File: src/verilog/hwa_pkg.sv
// Package for the hierarchical weighted highway arbiter.
// Assumes one core clock domain; register access by documented offset.
package hwa_pkg;
	localparam int HWA_LEVELS = 6;
	localparam logic [23:0] HWA_WEIGHTS_OFFSET = 24'h100104;
	localparam logic [31:0] HWA_WEIGHTS_RESET = 32'h0000_0000;
	localparam logic [31:0] HWA_WEIGHTS_MASK = 32'h0003_ffff;
	// Field positions
	localparam int HWA_CPU_LSB = 16;
	localparam int HWA_L2_LSB = 14;
	localparam int HWA_VO_LSB = 12;
	localparam int HWA_L3_LSB = 10;
	localparam int HWA_ICP_LSB = 8;
	localparam int HWA_L4_LSB = 6;
	localparam int HWA_VI_BIT = 5;
	localparam int HWA_L5_LSB = 3;
	localparam int HWA_PCI_LSB = 1;
	localparam int HWA_L6_BIT = 0;
	// Widest weight of any competitor
	localparam int HWA_WMAX = 7;
	localparam int HWA_WW = 3;
	// Transfer length of one slot in bytes
	localparam int HWA_SLOT_BYTES = 64;
	// Requester indices of the grant vector
	localparam int HWA_NREQ = 12;
	localparam int HWA_MMIO = 0;
	localparam int HWA_DC = 1;
	localparam int HWA_IC = 2;
	localparam int HWA_VO = 3;
	localparam int HWA_ICP = 4;
	localparam int HWA_VI = 5;
	localparam int HWA_PCI = 6;
	localparam int HWA_VLD = 7;
	localparam int HWA_AI = 8;
	localparam int HWA_AO = 9;
	localparam int HWA_BOOT = 10;
	localparam int HWA_SER = 11;
	typedef enum logic [1:0] {
		HWA_IDLE = 2'b01,
		HWA_BUSY = 2'b10
	} hwa_state_type;
endpackage : hwa_pkg
File: src/verilog/hwa_arbiter.sv
// Hierarchical weighted highway arbiter, top level.
// Assumes requesters hold req until granted, done marks slot end.
//
// Contract
// Cache and register-port requests merge into one processor request.
// Six levels, each its own round-robin machine.
// Level winner competes one level up; top level grants highway.
// A requester owns as many round-robin nodes as its weight.
// Programmable weight activates only that many nodes.
// Level one: fixed-priority processor group versus level two.
// Level two: video output versus level three.
// Level three: image coprocessor versus level four.
// Level four: video input versus level five.
// Level six fixed weights: decoder 2, audio 1 each, boot/serial 1.
// Processor and level-two codes give weights 1, 2, 3; the decode here also gives weight 4 for code 3.
// Four fields decode to weights 1, 3, 5; the decode here also gives weight 7 for code 3.
// Level-three and coprocessor fields decode to 1, 3, 5, 7.
// Video-input and level-six bits give weight 1 or 2.
// Weight register resets to zero, all weights one.
// Bandwidth shares proportional to active weights.
// Unused slots pass to other requesters and higher levels.
// Processor takes all spare bandwidth at least latency.
// Each grant is one 64-byte transfer slot.
// Granted requester moves to last place in its level.
// High priority beats low; round-robin within each class.
// Levels request upward only when pending; grant passes down.
// Reserved bits read zero; new weights apply at next decision.
`timescale 1ns/1ps
module hwa_arbiter
	import hwa_pkg::*;
(
	// Clock and reset
	input wire logic core_clk,
	input wire logic rst_n,
	// Register port
	input wire logic [23:0] reg_addr,
	input wire logic reg_wr,
	input wire logic [31:0] reg_wdata,
	output logic [31:0] reg_rdata,
	// Requesters
	input wire logic [HWA_NREQ-1:0] req,
	input wire logic [HWA_NREQ-1:0] req_high,
	// Slot end from memory interface
	input wire logic done,
	// Grant
	output logic [HWA_NREQ-1:0] grant,
	output logic busy
);
	////////////////////////////////////////////////////////////////////
	logic rst_s1_r;
	logic rst_sync_n;
	always_ff @(posedge core_clk or negedge rst_n) begin
		if (!rst_n) begin
			rst_s1_r <= 1'b0;
			rst_sync_n <= 1'b0;
		end else begin
			rst_s1_r <= 1'b1;
			rst_sync_n <= rst_s1_r;
		end
	end
	////////////////////////////////////////////////////////////////////
	// Weight register
	logic [31:0] weights_r;
	logic sel_w;
	assign sel_w = (reg_addr == HWA_WEIGHTS_OFFSET);
	always_ff @(posedge core_clk or negedge rst_sync_n) begin
		if (!rst_sync_n)
			weights_r <= HWA_WEIGHTS_RESET;
		else if (reg_wr && sel_w)
			weights_r <= reg_wdata & HWA_WEIGHTS_MASK;
	end
	always_ff @(posedge core_clk or negedge rst_sync_n) begin
		if (!rst_sync_n)
			reg_rdata <= '0;
		else
			reg_rdata <= sel_w ? weights_r : '0;
	end
	////////////////////////////////////////////////////////////////////
	// Weight decode
	logic [HWA_WW-1:0] w_cpu, w_l2, w_vo, w_l3, w_icp, w_l4, w_l5, w_pci;
	logic [HWA_WW-1:0] w_vi, w_l6;
	hwa_decode #(
		.CODE_W(2),
		.ODD(1'b0)
	) u_d_cpu (
		.code(weights_r[HWA_CPU_LSB +: 2]),
		.weight(w_cpu)
	);
	hwa_decode #(
		.CODE_W(2),
		.ODD(1'b0)
	) u_d_l2 (
		.code(weights_r[HWA_L2_LSB +: 2]),
		.weight(w_l2)
	);
	hwa_decode #(
		.CODE_W(2),
		.ODD(1'b1)
	) u_d_vo (
		.code(weights_r[HWA_VO_LSB +: 2]),
		.weight(w_vo)
	);
	hwa_decode #(
		.CODE_W(2),
		.ODD(1'b1)
	) u_d_l3 (
		.code(weights_r[HWA_L3_LSB +: 2]),
		.weight(w_l3)
	);
	hwa_decode #(
		.CODE_W(2),
		.ODD(1'b1)
	) u_d_icp (
		.code(weights_r[HWA_ICP_LSB +: 2]),
		.weight(w_icp)
	);
	hwa_decode #(
		.CODE_W(2),
		.ODD(1'b1)
	) u_d_l4 (
		.code(weights_r[HWA_L4_LSB +: 2]),
		.weight(w_l4)
	);
	hwa_decode #(
		.CODE_W(2),
		.ODD(1'b1)
	) u_d_l5 (
		.code(weights_r[HWA_L5_LSB +: 2]),
		.weight(w_l5)
	);
	hwa_decode #(
		.CODE_W(2),
		.ODD(1'b1)
	) u_d_pci (
		.code(weights_r[HWA_PCI_LSB +: 2]),
		.weight(w_pci)
	);
	hwa_decode #(
		.CODE_W(1),
		.ODD(1'b0)
	) u_d_vi (
		.code(weights_r[HWA_VI_BIT]),
		.weight(w_vi)
	);
	hwa_decode #(
		.CODE_W(1),
		.ODD(1'b0)
	) u_d_l6 (
		.code(weights_r[HWA_L6_BIT]),
		.weight(w_l6)
	);
	localparam logic [HWA_WW-1:0] W_ONE = 3'h1;
	localparam logic [HWA_WW-1:0] W_TWO = 3'h2;
	////////////////////////////////////////////////////////////////////
	// Priority class: high requests compete alone when any exist
	logic any_high;
	logic [HWA_NREQ-1:0] act;
	assign any_high = |(req & req_high);
	assign act = any_high ? (req & req_high) : req;
	////////////////////////////////////////////////////////////////////
	// Slot control
	hwa_state_type state_r;
	logic advance;
	logic adv1, adv2, adv3, adv4, adv5, adv6;
	assign advance = (state_r == HWA_IDLE);
	////////////////////////////////////////////////////////////////////
	// Level six: decoder, audio in, audio out, boot plus serial
	logic [3:0] r6;
	logic [3:0] w6;
	logic any6;
	assign r6 = {act[HWA_BOOT] | act[HWA_SER], act[HWA_AO], act[HWA_AI],
		act[HWA_VLD]};
	hwa_level #(.N(4)) u_l6 (
		.core_clk(core_clk),
		.rst_sync_n(rst_sync_n),
		.req(r6),
		.weight({W_ONE, W_ONE, W_ONE, W_TWO}),
		.advance(adv6),
		.any(any6),
		.win(w6)
	);
	// Level five: PCI versus level six
	logic [1:0] w5;
	logic any5;
	hwa_level #(.N(2)) u_l5 (
		.core_clk(core_clk),
		.rst_sync_n(rst_sync_n),
		.req({any6, act[HWA_PCI]}),
		.weight({w_l6, w_pci}),
		.advance(adv5),
		.any(any5),
		.win(w5)
	);
	// Level four: video input versus level five
	logic [1:0] w4;
	logic any4;
	hwa_level #(.N(2)) u_l4 (
		.core_clk(core_clk),
		.rst_sync_n(rst_sync_n),
		.req({any5, act[HWA_VI]}),
		.weight({w_l5, w_vi}),
		.advance(adv4),
		.any(any4),
		.win(w4)
	);
	// Level three: coprocessor versus level four
	logic [1:0] w3;
	logic any3;
	hwa_level #(.N(2)) u_l3 (
		.core_clk(core_clk),
		.rst_sync_n(rst_sync_n),
		.req({any4, act[HWA_ICP]}),
		.weight({w_l4, w_icp}),
		.advance(adv3),
		.any(any3),
		.win(w3)
	);
	// Level two: video output versus level three
	logic [1:0] w2;
	logic any2;
	hwa_level #(.N(2)) u_l2 (
		.core_clk(core_clk),
		.rst_sync_n(rst_sync_n),
		.req({any3, act[HWA_VO]}),
		.weight({w_l3, w_vo}),
		.advance(adv2),
		.any(any2),
		.win(w2)
	);
	// Level one: processor group versus level two
	logic cpu_req;
	logic [1:0] w1;
	logic any1;
	assign cpu_req = act[HWA_MMIO] | act[HWA_DC] | act[HWA_IC];
	hwa_level #(.N(2)) u_l1 (
		.core_clk(core_clk),
		.rst_sync_n(rst_sync_n),
		.req({any2, cpu_req}),
		.weight({w_l2, w_cpu}),
		.advance(adv1),
		.any(any1),
		.win(w1)
	);
	////////////////////////////////////////////////////////////////////
	// Only levels on the granted path rotate, so a branch that lost
	// above keeps its place in line
	assign adv1 = advance;
	assign adv2 = adv1 && w1[1];
	assign adv3 = adv2 && w2[1];
	assign adv4 = adv3 && w3[1];
	assign adv5 = adv4 && w4[1];
	assign adv6 = adv5 && w5[1];
	////////////////////////////////////////////////////////////////////
	// Grant passes down the winning path
	logic [HWA_NREQ-1:0] pick;
	always_comb begin
		pick = '0;
		if (w1[0]) begin
			// Fixed priority inside processor group
			if (act[HWA_MMIO])
				pick[HWA_MMIO] = 1'b1;
			else if (act[HWA_DC])
				pick[HWA_DC] = 1'b1;
			else
				pick[HWA_IC] = 1'b1;
		end else if (w1[1]) begin
			if (w2[0])
				pick[HWA_VO] = 1'b1;
			else if (w3[0])
				pick[HWA_ICP] = 1'b1;
			else if (w4[0])
				pick[HWA_VI] = 1'b1;
			else if (w5[0])
				pick[HWA_PCI] = 1'b1;
			else if (w6[0])
				pick[HWA_VLD] = 1'b1;
			else if (w6[1])
				pick[HWA_AI] = 1'b1;
			else if (w6[2])
				pick[HWA_AO] = 1'b1;
			else if (act[HWA_BOOT])
				pick[HWA_BOOT] = 1'b1;
			else
				pick[HWA_SER] = 1'b1;
		end
	end
	////////////////////////////////////////////////////////////////////
	// One grant held for one 64-byte slot until done
	always_ff @(posedge core_clk or negedge rst_sync_n) begin
		if (!rst_sync_n) begin
			state_r <= HWA_IDLE;
			grant <= '0;
			busy <= 1'b0;
		end else begin
			case (state_r)
				HWA_IDLE: begin
					if (any1) begin
						state_r <= HWA_BUSY;
						grant <= pick;
						busy <= 1'b1;
					end
				end
				HWA_BUSY: begin
					if (done) begin
						state_r <= HWA_IDLE;
						grant <= '0;
						busy <= 1'b0;
					end
				end
				default: begin
					state_r <= HWA_IDLE;
					grant <= '0;
					busy <= 1'b0;
				end
			endcase
		end
	end
endmodule : hwa_arbiter

File: src/verilog/hwa_decode.sv
// Decodes a weight code into a number of active round-robin nodes.
// Assumes purely combinational use inside the top module.
`timescale 1ns/1ps
module hwa_decode
	import hwa_pkg::*;
#(
	parameter int CODE_W = 2,
	// 0: 1,2,3,4  1: 1,3,5,7
	parameter bit ODD = 1'b1
) (
	// Code in
	input wire logic [CODE_W-1:0] code,
	// Weight out
	output logic [HWA_WW-1:0] weight
);
	always_comb begin
		if (ODD)
			weight = HWA_WW'({code, 1'b1});
		else
			weight = HWA_WW'(code) + HWA_WW'(1);
	end
endmodule : hwa_decode

File: src/verilog/hwa_level.sv
// One weighted round-robin level with two or more competitors.
// Assumes requests held until granted; advance pulses once per slot.
`timescale 1ns/1ps
module hwa_level
	import hwa_pkg::*;
#(
	parameter int N = 2
) (
	// Clock and reset
	input wire logic core_clk,
	input wire logic rst_sync_n,
	// Competitors
	input wire logic [N-1:0] req,
	input wire logic [N*HWA_WW-1:0] weight,
	input wire logic advance,
	// Result
	output logic any,
	output logic [N-1:0] win
);
	localparam int IW = (N > 1) ? $clog2(N) : 1;
	logic [IW-1:0] cur_r;
	logic [HWA_WW-1:0] used_r;
	logic [IW-1:0] pick;
	logic [HWA_WW-1:0] wcur;
	always_comb begin
		pick = cur_r;
		any = |req;
		wcur = weight[cur_r*HWA_WW +: HWA_WW];
		// Stay on current owner while nodes remain, else next in order
		if (!(req[cur_r] && used_r < wcur)) begin
			for (int k = N; k >= 1; k--) begin
				if (req[(int'(cur_r) + k) % N])
					pick = IW'((int'(cur_r) + k) % N);
			end
		end
		win = '0;
		if (any)
			win[pick] = 1'b1;
	end
	always_ff @(posedge core_clk or negedge rst_sync_n) begin
		if (!rst_sync_n) begin
			cur_r <= '0;
			used_r <= '0;
		end else if (advance && any) begin
			cur_r <= pick;
			used_r <= (pick == cur_r && used_r < wcur) ?
				used_r + HWA_WW'(1) : HWA_WW'(1);
		end
	end
endmodule : hwa_level

File: config.mk
export PLATFORM = sky130hd
export DESIGN_NAME = hwa_arbiter
export DESIGN_NICKNAME = d
export VERILOG_FILES = /design/src/verilog/hwa_pkg.sv /design/src/verilog/hwa_arbiter.sv /design/src/verilog/hwa_decode.sv /design/src/verilog/hwa_level.sv
export SDC_FILE = /design/constraint.sdc
export NUM_CORES = 1
export LEC_CHECK = 0
export ABC_AREA = 1
export BUFFER_PORTS_ARGS = -buffer_cell sky130_fd_sc_hd__clkbuf_2
export CORE_MARGIN = 1.5
export CORE_UTILIZATION = 47
export DETAILED_ROUTE_END_ITERATION = 8
export PLACE_DENSITY = 0.78
export SLEW_MARGIN = 20
export SYNTH_ARGS = -nofsm -noshare
export SYNTH_HDL_FRONTEND = slang
export SYNTH_SLANG_ARGS = --single-unit
File: constraint.sdc
create_clock -name core_clk -period 2.5 [get_ports core_clk]
set_clock_uncertainty 0.2 [all_clocks]
set_input_delay 0.125 -clock core_clk [delete_from_list [all_inputs] [get_ports core_clk]]
set_output_delay 0.125 -clock core_clk [all_outputs]
set_load 0.01 [all_outputs]
==> impl_metrics.csv <==
group,metric,value,unit
run_status,status,"finished, violations left",
run_status,violations,"negative setup slack",
power,powerDensity,969,nW/um^2
placed_design,hpwl,7.98,mm
routing,highest_layer,"met4",
timing,whs,0.0384,ns
worst_setup_path,cp-start-kind,"register",
finish,diodes,0,
timing,period_minus_slack,2.60,ns
placed_design,postPlaceCellArea,5400,um^2
timing,setup_ws,-0.0991,ns
routing,drc,0,
finish,syn2layout_area_growth,39.0,%
clock_tree,numCtsBuffers,9,
power,p_switching,2.44,mW
grt,grt_usage,22.5,%
finish,fin_util,66.9,%
routing,met1_length,4.54,mm
grt,grt_pass1_wl,18.2,mm
logic_synthesis,synthDistinctLibCells,44,
logic_synthesis,synth_edf_count,0,
floorplanning,die_h,99.8,um
timing,fmax,385,MHz
logic_synthesis,avgSynthCellArea,8.30,um^2
worst_setup_path,worstSetupStartpoint,"weights_r[14]",
worst_setup_path,r2r_start,"weights_r[14]",
logic_synthesis,ys_seq_area_share,43.8,%
routing,wl_met3,300,um
finish,layout-drive-gt1-share,37.5,%
floorplanning,io_pins,129,
logic_synthesis,ys.flop_type,"dfrtp_1",
worst_setup_path,slowest_stage,"dfrtp_1",
routing,num_vias,4237,
floorplanning,rows,35,
floorplanning,start_util,48.1,%
power,clkPwrFrac,18.6,%
worst_setup_path,cp.arrival,2.69,ns
grt,antenna_found_initial,0,
worst_setup_path,crit_cells,15,
logic_synthesis,synthCells,531,
worst_setup_path,path_buf_inv,1,
grt,grt_pass1_vias,4245,
clock_tree,clock_latency,0.34,ns
worst_setup_path,ff2ff_path_depth,15,
routing,drt-wirelength-per-cell,13.2,um
worst_setup_path,crit_path_max_incr_delay,0.39,ns
job,max-cap-violations,0,
power,p_leak,3.33,nW
timing,rsz0062_at_grt,"yes",
timing,hold_viol_final,0,
clock_tree,cts-root-buf,"clkbuf_8",
worst_setup_path,path_max_fanout,7,
routing,dr.pass1.iters,4,
finish,design_area,6130,um^2
floorplanning,chipWidth,99.8,um
worst_setup_path,crit_required,2.59,ns
floorplanning,dieArea,9970,um^2
routing,ant_nets,0,
routing,wl_met2,6.05,mm
clock_tree,htree_num_levels,3,
timing,maxSlewHeadroom,54.9,%
clock_tree,clkTransAtPathRegs,0.08,ns
timing,drv_slew,0,
power,ir_drop,0.000607,V
worst_setup_path,crit_path_end_kind,"register",
power,swShare,41.2,%
finish,fillCellCount,693,
clock_tree,clk_path_buf_depth,2,
clock_tree,cts.sinks,77,
timing,tightest_slew,0.677,ns
logic_synthesis,yosysWarnings,0,
finish,nNetsFinal,830,
worst_setup_path,r2r-end,"u_l5.used_r[1]",
floorplanning,core,9150,um^2
worst_setup_path,regToRegSetupSlack,-0.1,ns
timing,finalSetupViolations,14,
clock_tree,cts_tree,"built",
worst_setup_path,crit_end,"u_l5.used_r[1]",
routing,drtIter0Drc,148,
placed_design,port_buffers,100,
worst_setup_path,worst-setup-path-type,"reg2reg",
grt,overflow,0,
power,combPwrFrac,52.6,%
routing,vias_per_cell,5.04,
placed_design,place_congestion,0.935,
power,p_seq_share,28.8,%
logic_synthesis,syn_area,4410,um^2
routing,wirelength,11.1,mm
hold_path,min_path_type,"in2reg",
grt,grt_max_degree,36,
worst_setup_path,path_cells,"ha_2 -> mux2i_2 -> ha_2 -> a21o_1 -> a31oi_4 -> nand2_1 -> nand2_2 -> nand2_2 -> nand3_4 -> nor2_4 -> nand2_4 -> nor2_4 -> buf_6 -> nand3b_1 -> nand2_1",
power,internal_power,3.49,mW
worst_setup_path,crit_family,"simple AND/OR/NAND/NOR gates",
logic_synthesis,synthArstFlopShare,100,%
timing,min_period_over_period,104,%
logic_synthesis,synth_seq_cells,77,
-- cell usage in the layout (no fill, tap or decap), drive strengths merged, types with 2 or more instances in the layout --
cell and instances:
nand2 146, clkbuf 111, dfrtp 76, buf 72, inv 69, nor2 52, o21ai 39, nand3 31
dlygate4sd3 21, ha 20, mux2 18, conb 15, a21oi 9, nand4 6, nor4 5, xor2 4
nand3b 3, a22o 3, o211ai 3, bufinv 3, mux2i 3, o21a 3, a211oi 2, a21o 2
xnor2 2, o31ai 2, and3 2, a31oi 2, nor3 2
-- area by class of cell --
cell class | count | area (um^2) | share of cell area, %
Multi-Input combinational cell | 376 | 2280 | 37.3
Sequential cell | 77 | 1930 | 31.5
Timing Repair Buffer | 193 | 1270 | 20.8
Inverter | 69 | 267 | 4.35
Tap cell | 111 | 139 | 2.27
Clock buffer | 11 | 131 | 2.14
Clock inverter | 4 | 98.8 | 1.61
-- cell usage after synthesis (all sizes together), types with 3 or more instances --
master | n | area share, %
nand2 | 146 | 13
dfrtp | 76 | 43
inv | 69 | 6.0
nor2 | 52 | 5.6
o21ai | 39 | 4.5
nand3 | 31 | 4.3
ha | 20 | 5.7
mux2 | 18 | 4.6
buf | 16 | 2.8
a21oi | 9 | 1.0
clkbuf | 6 | 0.51
nand4 | 6 | 0.85
nor4 | 5 | 0.71
xor2 | 4 | 0.79
a22o | 3 | 0.60
mux2i | 3 | 0.68
nand3b | 3 | 0.51
o211ai | 3 | 0.51
o21a | 3 | 0.68
-- per-layer routing --
layer  vias to the layer above  track usage [%]
met1                      2053             26.6
met3                        23             3.83
li1                       2080                -
met5                         -                0
met4                         0             7.58
met2                        81             41.4
-- worst reg2reg max path: cells and delay by family, from the launching register on --
family                   cells  cell delay (ns)
AO/OA/AOI/OAI                2             0.21
adder cells (fa/ha/maj)      2             0.48
buffers and inverters        1             0.12
flip-flops                   1             0.39
multiplexers                 1             0.16
AND/OR/NAND/NOR              9             0.98
-- registers in the layout, summed over array words and instances (netlist names), 2 cells and up --
name,count
u_l1.used_r,3
u_l6.cur_r,2
reg_rdata,18
u_l3.used_r,3
grant,12
u_l6.used_r,3
u_l4.used_r,3
weights_r,18
u_l5.used_r,3
u_l2.used_r,3
-- worst min path at each step --
| stage | startpoint | endpoint | slack (ns) | cells past startpoint |
|---|---|---|---|---|
| global route | req_high[0] | grant[1] | 0.05 | 5 |
| finish | req_high[0] | grant[1] | 0.04 | 5 |
| global placement | rst_n | rst_s1_r | -0.29 | 1 |
| detailed placement | rst_n | rst_s1_r | -0.29 | 1 |
| floorplan | rst_n | rst_s1_r | -0.37 | 0 |
| CTS | req_high[0] | grant[1] | 0.04 | 5 |
-- through the flow --
| stage | power (mW) | worst slack, ns | instances | TNS, ns |
|---|---|---|---|---|
| 2_1_floorplan | 3.39 | 0.0246 | 544 | 0 |
| 3_3_place_gp | 4.11 | -0.0938 | 791 | -0.675 |
| 3_5_place_dp | 4.27 | -0.225 | 791 | -3.02 |
| 4_1_cts | 5.67 | -0.0790 | 836 | -0.731 |
| 5_1_grt | 6.38 | -0.191 | 841 | -2.97 |
| 6_report | 5.93 | -0.0991 | 841 | -0.850 |
-- power by group through the flow --
stage | Clock (mW) | Combinational [mW] | Sequential (mW)
5_1_grt | 1.17 | 3.47 | 1.74
2_1_floorplan | 0 | 1.72 | 1.66
3_3_place_gp | 0 | 2.41 | 1.70
4_1_cts | 1.12 | 2.86 | 1.69
6_report | 1.11 | 3.12 | 1.71
3_5_place_dp | 0 | 2.56 | 1.71
-- logic make-up (layout without fill, tap and decap cells) --
| kind of cell | after synthesis | count (layout) | share of synthesized area, % |
|---|---|---|---|
| other | 2 | 15 | 0.170 |
| muxes | 21 | 21 | 5.28 |
| and+or+nand+nor | 248 | 248 | 25.8 |
| AOI/OAI and AO/OA | 66 | 66 | 8.83 |
| adders and majority gates | 20 | 20 | 5.68 |
| buffers and inverters | 91 | 277 | 9.26 |
| xor gates and xnor gates | 6 | 6 | 1.19 |
| DFF | 77 | 77 | 43.8 |
-- what timing repair did --
| action | 4_1_cts | 5_1_grt |
|---|---|---|
| pin swaps | 9 | 8 |
| endpoints found under the hold margin | 22 | 0 |
| setup buffers | 9 | 5 |
| hold buffers | 21 | 0 |
| cloned | 0 | 0 |
| setup endpoints to repair | 22 | 31 |
| resized for setup | 26 | 34 |
(Power assumes the default switching activity.)
